[src/omw_pkg.sv]
// Package of constants and types for the operating mode and wake-up controller.
package omw_pkg;
    // ==================================================================
    // Oscillator control register
    // ==================================================================
    localparam logic [7:0] OMW_ADDR_OSC_MODE = 8'hCA;
    localparam int OMW_BIT_STOP = 1;
    localparam int OMW_BIT_SLOW = 2;
    localparam int OMW_BIT_SLEEP = 3;
    localparam int OMW_BIT_GREEN = 4;
    localparam logic [7:0] OMW_OSC_RESET = 8'h00;
    localparam logic [7:0] OMW_OSC_MASK = 8'h1E;
    localparam logic [7:0] OMW_UNMAPPED_READ = 8'h00;
    // ==================================================================
    // Stabilisation counts in high-speed oscillator cycles
    // ==================================================================
    localparam logic [11:0] OMW_XTAL_WAIT = 12'h800;
    localparam logic [11:0] OMW_RC_WAIT = 12'h008;
    localparam logic [11:0] OMW_ONE = 12'h001;
    localparam logic [1:0] OMW_SLOW_DIV = 2'h3;
    // ==================================================================
    // Modes
    // ==================================================================
    typedef enum logic [2:0] {
        OMW_NORMAL,
        OMW_SLOW,
        OMW_GREEN,
        OMW_POWER_DOWN,
        OMW_WARMUP
    } omw_mode_e;
endpackage

[src/omw_mode_control.sv]
// Operating mode sequencer with oscillator gating and wake-up handling.
// Summary of operation
// - Reset release enters normal mode, executing.
// - Slow select bit picks low-speed system clock.
// - Slow mode instruction rate is low clock/4.
// - Slow mode keeps high oscillator unless stopped.
// - Sleep request halts CPU, stops all oscillators.
// - Power-down wake clears sleep request bit.
// - Power-down wakes on port/reset, resumes normal.
// - Green request halts CPU, keeps clock running.
// - Green wake clears green request bit.
// - Green wake returns to the mode left.
// - Green wakes on port, timer zero, reset.
// - Green wake resumes without stabilisation delay.
// - Crystal power-down wake waits 2048 cycles.
// - RC power-down wake waits 8 cycles.
// - Low RC runs except in power-down.
// - Green keeps PWM/buzzer; only enabled timer wakes.
// - Stop bit in normal mode acts as power-down.
// - Watchdog enable follows configuration option only.
// - Mode field bits 4:3: normal, sleep, green.
// - Stop bit 1 stops selected high oscillator.
// - Slow bit 2; register fields reset zero.
//
// The address map and the plain strobed port were chosen for this implementation.
`timescale 1ns/1ps
module omw_mode_control (
    input wire logic clk_sys,
    input wire logic rst_n,
    input wire logic [7:0] regAddr,
    input wire logic [7:0] regWrData,
    input wire logic regWrite,
    input wire logic regRead,
    output logic [7:0] regRdData,
    input wire logic highOscIsCrystal,
    input wire logic highOscTick,
    input wire logic lowOscTick,
    input wire logic wakePortChange,
    input wire logic timerZeroOverflow,
    input wire logic timerZeroGreenWake,
    input wire logic timerZeroEnable,
    input wire logic timerOneEnable,
    input wire logic watchdogOption,
    output logic extHighOscRun,
    output logic intHighRcRun,
    output logic intLowRcRun,
    output logic sysClkIsLow,
    output logic cpuRun,
    output logic cpuInstrTick,
    output logic timerZeroRun,
    output logic timerOneRun,
    output logic watchdogRun,
    output omw_pkg::omw_mode_e modeState
);
    import omw_pkg::*;

    typedef struct packed {
        omw_mode_e mode;
        omw_mode_e greenReturn;
        logic stopHigh;
        logic slowSel;
        logic sleepReq;
        logic greenReq;
        logic [11:0] waitCount;
        logic [1:0] slowDiv;
        logic [7:0] rdData;
        logic extRun;
        logic intRun;
        logic lowRun;
        logic clkLow;
        logic cpu;
        logic instrTick;
        logic t0Run;
        logic t1Run;
        logic wdRun;
    } omw_state_s;

    omw_state_s st;
    omw_state_s next_st;

    function automatic logic [7:0] packOsc(input omw_state_s s);
        logic [7:0] v;
        v = OMW_OSC_RESET;
        v[OMW_BIT_STOP] = s.stopHigh;
        v[OMW_BIT_SLOW] = s.slowSel;
        v[OMW_BIT_SLEEP] = s.sleepReq;
        v[OMW_BIT_GREEN] = s.greenReq;
        return v & OMW_OSC_MASK;
    endfunction

    // ==================================================================
    // Next-state logic
    // ==================================================================
    always_comb begin
        logic hit;
        logic highOn;
        hit = 1'b0;
        highOn = 1'b0;
        next_st = st;
        next_st.instrTick = 1'b0;
        hit = (regAddr == OMW_ADDR_OSC_MODE);
        next_st.rdData = OMW_UNMAPPED_READ;
        if (regRead && hit) begin
            next_st.rdData = packOsc(st);
        end
        // Software writes only take effect while the CPU runs; a halted core issues none.
        // mode field decode
        if (regWrite && hit && (st.mode == OMW_NORMAL || st.mode == OMW_SLOW)) begin
            next_st.stopHigh = regWrData[OMW_BIT_STOP];
            next_st.slowSel = regWrData[OMW_BIT_SLOW];
            next_st.sleepReq = regWrData[OMW_BIT_SLEEP];
            next_st.greenReq = regWrData[OMW_BIT_GREEN] & ~regWrData[OMW_BIT_SLEEP];
        end
        case (st.mode)
            OMW_NORMAL, OMW_SLOW: begin
                if (next_st.sleepReq) begin
                    next_st.mode = OMW_POWER_DOWN;
                end else if (next_st.greenReq) begin
                    next_st.greenReturn = st.mode;
                    next_st.mode = OMW_GREEN;
                end else if (next_st.stopHigh && !next_st.slowSel) begin
                    next_st.mode = OMW_POWER_DOWN;
                end else if (next_st.slowSel) begin
                    next_st.mode = OMW_SLOW;
                end else begin
                    next_st.mode = OMW_NORMAL;
                end
            end
            OMW_GREEN: begin
                if (wakePortChange || (timerZeroOverflow && timerZeroGreenWake)) begin
                    next_st.greenReq = 1'b0;
                    // return to prior mode, with no delay
                    next_st.mode = st.greenReturn;
                end
            end
            OMW_POWER_DOWN: begin
                if (wakePortChange) begin
                    next_st.sleepReq = 1'b0;
                    next_st.slowSel = 1'b0;
                    next_st.stopHigh = 1'b0;
                    next_st.waitCount = highOscIsCrystal ? OMW_XTAL_WAIT : OMW_RC_WAIT;
                    next_st.mode = OMW_WARMUP;
                end
            end
            OMW_WARMUP: begin
                if (highOscTick) begin
                    next_st.waitCount = st.waitCount - OMW_ONE;
                    if (st.waitCount == OMW_ONE) begin
                        next_st.mode = OMW_NORMAL;
                    end
                end
            end
            default: begin
                next_st.mode = OMW_NORMAL;
            end
        endcase
        // Oscillator and execution gating follow the settled mode.
        // stop bit gates selected high oscillator
        highOn = 1'b1;
        case (next_st.mode)
            OMW_POWER_DOWN: highOn = 1'b0;
            OMW_WARMUP: highOn = 1'b1;
            OMW_SLOW: highOn = ~next_st.stopHigh;
            OMW_GREEN: highOn = (next_st.greenReturn == OMW_NORMAL) | ~next_st.stopHigh;
            default: highOn = 1'b1;
        endcase
        next_st.extRun = highOn & highOscIsCrystal;
        next_st.intRun = highOn & ~highOscIsCrystal;
        // low RC stops only in power-down
        next_st.lowRun = (next_st.mode != OMW_POWER_DOWN);
        next_st.clkLow = (next_st.mode == OMW_SLOW) ||
            (next_st.mode == OMW_GREEN && next_st.greenReturn == OMW_SLOW);
        // execution in normal and slow only
        next_st.cpu = (next_st.mode == OMW_NORMAL) || (next_st.mode == OMW_SLOW);
        // timers follow own enable in green
        next_st.t0Run = timerZeroEnable && (next_st.mode != OMW_POWER_DOWN)
            && (next_st.mode != OMW_WARMUP);
        next_st.t1Run = timerOneEnable && (next_st.mode != OMW_POWER_DOWN)
            && (next_st.mode != OMW_WARMUP);
        next_st.wdRun = watchdogOption;
        // slow instruction rate divide by four
        if (st.mode == OMW_SLOW && lowOscTick) begin
            next_st.slowDiv = st.slowDiv + 2'h1;
            next_st.instrTick = (st.slowDiv == OMW_SLOW_DIV);
        end else if (st.mode == OMW_NORMAL) begin
            next_st.slowDiv = 2'h0;
            next_st.instrTick = 1'b1;
        end
    end

    // ==================================================================
    // State register
    // ==================================================================
    always_ff @(posedge clk_sys or negedge rst_n) begin
        if (!rst_n) begin
            st <= '{mode: OMW_NORMAL, greenReturn: OMW_NORMAL, stopHigh: 1'b0,
                slowSel: 1'b0, sleepReq: 1'b0, greenReq: 1'b0, waitCount: 12'h000,
                slowDiv: 2'h0, rdData: 8'h00, extRun: 1'b0, intRun: 1'b0,
                lowRun: 1'b1, clkLow: 1'b0, cpu: 1'b1, instrTick: 1'b0,
                t0Run: 1'b0, t1Run: 1'b0, wdRun: 1'b0};
        end else begin
            st <= next_st;
        end
    end

    assign regRdData = st.rdData;
    assign extHighOscRun = st.extRun;
    assign intHighRcRun = st.intRun;
    assign intLowRcRun = st.lowRun;
    assign sysClkIsLow = st.clkLow;
    assign cpuRun = st.cpu;
    assign cpuInstrTick = st.instrTick;
    assign timerZeroRun = st.t0Run;
    assign timerOneRun = st.t1Run;
    assign watchdogRun = st.wdRun;
    assign modeState = st.mode;
endmodule

[config.mk]
export PLATFORM = sky130hd
export DESIGN_NAME = omw_mode_control
export DESIGN_NICKNAME = d
export VERILOG_FILES = /design/src/omw_pkg.sv /design/src/omw_mode_control.sv
export SDC_FILE = /design/constraint.sdc
export NUM_CORES = 1
export LEC_CHECK = 0
export ABC_CLOCK_PERIOD_IN_PS = 3500
export BUFFER_PORTS_ARGS = -buffer_cell sky130_fd_sc_hd__buf_2
export CELL_PAD_IN_SITES_DETAIL_PLACEMENT = 0
export CELL_PAD_IN_SITES_GLOBAL_PLACEMENT = 2
export CORE_MARGIN = 2
export CORE_UTILIZATION = 35
export CTS_CLUSTER_DIAMETER = 200
export DETAILED_ROUTE_END_ITERATION = 8
export GPL_ROUTABILITY_DRIVEN = 1
export GPL_TIMING_DRIVEN = 0
export PLACE_DENSITY_LB_ADDON = 0.2
export SLEW_MARGIN = 0
export SYNTH_ARGS = -nofsm -noshare
export SYNTH_HDL_FRONTEND = slang
export SYNTH_SLANG_ARGS = --single-unit
export TNS_END_PERCENT = 20
[constraint.sdc]
create_clock -name clk_sys -period 3.5 [get_ports clk_sys]
set_input_delay 0.7 -clock clk_sys [delete_from_list [all_inputs] [get_ports clk_sys]]
set_output_delay 0.7 -clock clk_sys [all_outputs]
set_load 0.01 [all_outputs]
# Yosys cells after proc, flatten, opt, wreduce, memory -nomap -nowiden
# Cells that the tools add are included.
# word_totals
ff_bits	38
inputBits	29
output_inout_bits	20
word_cells	92
# op_classes
addsub	2
eq_ne	15
mux	27
n_bitwise	7
n_reduce_logical	23
# op_table
operator	count
two-way mux 12 bit	3
two-way mux 3 bit	12
one-hot mux 12 bit (2 select lines)	1
== test 12 x 1 -> 1 bit, second input constant	1
== test 3 x 2 -> 1 bit, second input constant	4
one-hot mux 3 bit (4 select lines)	1
subtractor 12 x 1 -> 12 bit, second input constant	1
logical AND 1 bit	11
== test 3 x 1 -> 1 bit, second input constant	3
logical NOT 3 bit	3
== test 8 bit, second input constant	1
two-way mux 1 bit	5
two-way mux 5 bit	1
logical OR 1 bit	4
two-way mux 2 bit	2
two-way mux 4 bit	1
inequality test 2 bit, second input constant	2
nonzero test 2 bit	2
bitwise AND 1 bit	3
== test 3 bit, second input constant	1
inequality test 3 x 2 -> 1 bit, second input constant	1
inequality test 3 bit, second input constant	1
inverter 1 bit	3
one-hot mux 1 bit (3 select lines)	1
other kinds (6)	6

# Logic depth before layout (Yosys ltp)
# depth
depth_word	13
ltp_mapped	8
depth_no_buf	7

# Least setup slack after synthesis
# Ideal clock, no wire load.
# synth_timing
path_kind	input to register
startpoint	input regAddr[4]
endpoint	register st (netlist bit timerOneRun)
setup_time_ns	0.128
arrival_ns	2.061
required_ns	3.372
setup_slack_ns	1.311
path_stages	7
path_cell_list	nand4bb_1 -> nor4_4 -> nor2_1 -> a211o_1 -> inv_2 -> and3_1 -> nor3b_1
# synth_rtl
item	line_no	source
start: declaration	omw_mode_control.sv:30	input wire logic [7:0] regAddr,
end signal: assignment	omw_mode_control.sv:196	st <= '{mode: OMW_NORMAL, greenReturn: OMW_NORMAL, stopHigh: 1'b0,
end signal: assignment	omw_mode_control.sv:202	st <= next_st;
end: declaration	omw_mode_control.sv:78	omw_state_s st;

==> metrics <==
WP buf/inv 2; core area 5540 µm²; hpwl dp 3.43 mm; reg2reg end timerOneRun; status finished clean; Worst-Margin Slew 0.841 ns; Yosys Warn Count 0; Initial Util ~37%; Clock transition at path regs 0.07 ns; Startpoint Class primary input; kind of critical path in2reg; Synth Flop Type dfrtp_1; number of diodes 0; Clock Root Buffer clkbuf_8; Fillers 559; Largest Register st; Mapped Cells 203; r2r setup slk 1.27 ns; DR WL met3 275 µm; DRC 0; Die W ~80 µm; TritonCTS clock tree yes; ranking of synthesized cells by area dfrtp_1 43%, buf_4 4.1%, nor2_1 3.5%; WL met1 roughly 2.1 mm; Overflow after GRT 0; Slew HR approximately 44%; Syn Area/Cell about 10 µm²; most common library cell in the layout ignoring fill and taps buf_2; first-pass GRT wire length roughly 7.5 mm; Worst Hold Class reg2reg; PwrDens 610 nW/µm²; EDFF count, synth 0; CP endpoint timerOneRun; WP data arrival around 2.4 ns; Via density 4.96; Worst Hold Depth 2; synthesized flop and latch total 37; Final min period approximately 2.2 ns; sequential area share after synthesis between 40 and 50%; CP max stage cell nor4_4; Nets 285; max reg flops 21; Worst Setup SP regAddr[4]; ANT nets after route 0; RR Startpoint st[27]; final design utilization 44.1%; Area after DPL around 2300 µm²; crit path max fanout 5; CTS sink cnt 37; antenna violations before repair 0; Routed met2 length 2.00 mm; clk_skew 0.00809 ns; Setup crit end kind flip-flop; drt wl/cell ~14 µm; first drt pass iteration count 4; uppermost layer routed met4; fin area roughly 2400 µm²; Final Non-Filler Cells 326; die height 80.1 µm; CP peak stage delay 0.48 ns; Clock Latency Late Sink 0.29 ns; Cell Rows 27; CP Cell Sequence buf_2 -> nand4bb_1 -> nor4_4 -> nor2_1 -> a211o_1 -> inv_2 -> and3_1 -> nor3b_1; Critical Path RT 3.66 ns; layout cells sized above 1 28.7%; setup violators final 0; Fmax achieved about 450 MHz; period utilization 64.1%; Lkg Pwr ~1.1 nW; Final WS setup 1.26 ns; most frequent cells in the layout 41 x buf_2, 35 x dfrtp_1, 19 x nor2_1, 14 x o21ai_0; placed cells 318; die area 6410 µm²; via count around 1600; Hold-fix buffers, CTS 0; Clock Tree Buf Depth 2; cell taking the most area after synthesis dfrtp_1; max-cap violation count 0; final hold vios 0; final WL 4.47 mm; drt initial violations 68; GP Congestion about 0.77; number of global-route vias before repair 1590; largest net degree at the start of global routing 38; share of the synthesized area in the top cell type a little over two fifths; TNS Setup 0 ns; Synth async-reset ratio between 90% and 100%; Mapped Area around 2000 µm²; worst r2r path cells 6; Crit path max-delay family simple AND/OR/NAND/NOR gates; Cell variety after synth 57; DP Worst Slack just over 0.9 ns; postcts setup bufs 0; RSZ-0062 raised after global routing no; Port Buffers 40; CTS H-tree depth 2; Tot GR Track Use 15.3%; area delta synth->final 20.6%; CTS buffer count 5; Final Max Slew Viols 0; PostCTS Resize Cnt 0; Worst path depth 8; maximum VDD drop 0.257 mV; # IOs 49
## through the flow
stage	hold slack [ns]	power (W)
after floorplan	0.404	0.000975
after global routing	0.521	0.00161
final	0.514	0.00149
after global placement	0.496	0.00112
after detailed placement	0.502	0.00112
after CTS	0.518	0.00151
## worst min-delay path by stage
stage / start / slack, ns / end
2_1_floorplan: rst_n / 0.40 / cpuInstrTick
6_report: st[18] / 0.51 / st[18]
5_1_grt: watchdogOption / 0.52 / watchdogRun
3_3_place_gp: st[18] / 0.50 / st[18]
4_1_cts: st[18] / 0.52 / st[18]
3_5_place_dp: st[18] / 0.50 / st[18]
## per-layer routing
metal / global-route usage [%] / vias to the layer above
met5: 0 / -
met4: 4.41 / 0
met3: 4.61 / 7
met2: 23.9 / 44
met1: 20.4 / 746
li1: - / 819
## layout make-up
| cell class | count | area, µm² | share of cell area (%) |
|---|---|---|---|
| Timing Repair Buffer | 40 | 200 | 8.19 |
| Clock inverter | 1 | 30.0 | 1.23 |
| Multi-Input combinational cell | 142 | 950 | 38.9 |
| Tap cell | 72 | 90.1 | 3.69 |
| Inverter | 11 | 41.3 | 1.69 |
| Sequential cell | 37 | 928 | 38.0 |
| Buffer | 16 | 118 | 4.81 |
| Clock buffer | 7 | 86.3 | 3.53 |
## Yosys cell counts (2+ instances only)
| cell | count |
|---|---|
| mux2i_1 | 6 |
| nor4_1 | 2 |
| nand2_1 | 11 |
| o31a_1 | 2 |
| nor4b_1 | 2 |
| or3_1 | 6 |
| nor2_1 | 19 |
| o21ai_0 | 14 |
| nor3b_1 | 2 |
| and3_1 | 6 |
| nand4b_1 | 2 |
| or4_4 | 2 |
| ha_1 | 3 |
| dfrtp_1 | 35 |
| xnor2_1 | 4 |
| buf_4 | 11 |
| and4bb_2 | 2 |
| a21oi_1 | 7 |
| nand4_1 | 2 |
| nand4bb_1 | 2 |
| nor2b_1 | 3 |
| buf_6 | 2 |
| clkbuf_1 | 2 |
| dfstp_2 | 2 |
| a22oi_1 | 2 |
| xor2_1 | 2 |
| o22a_1 | 2 |
| nand3_1 | 3 |
| nor3_1 | 8 |
| inv_1 | 10 |
## cell families (layout without fill, tap and decap cells)
logic type,Yosys count,after routing,synth area share (%)
other,1,4,0.185
and+or+nand+nor,83,83,25.8
adders and majority gates,3,3,1.85
buffers and inverters,27,75,7.84
AOI/OAI and AO/OA,40,40,12.9
DFF,37,37,45.8
xor gates and xnor gates,6,6,2.59
muxes,6,6,2.96
## report_power, final
| part | total [W] | internal [W] | leakage [nW] | switching [W] |
|---|---|---|---|---|
| logic | 0.000474 | 0.000216 | 0.619 | 0.000258 |
| clock network | 0.000381 | 0.000232 | 0.0585 | 0.000149 |
| registers | 0.000636 | 0.000542 | 0.470 | 0.0000944 |
## worst register-to-register path: stages, from the launching register on
cell and delay [ns]:
dfrtp_1 0.43, or4_1 0.50, or3_1 0.37, o21ai_0 0.23, o31a_1 0.27, and3_1 0.24
nor3b_1 0.07
Note: power is estimated with default switching activity, not from simulation.
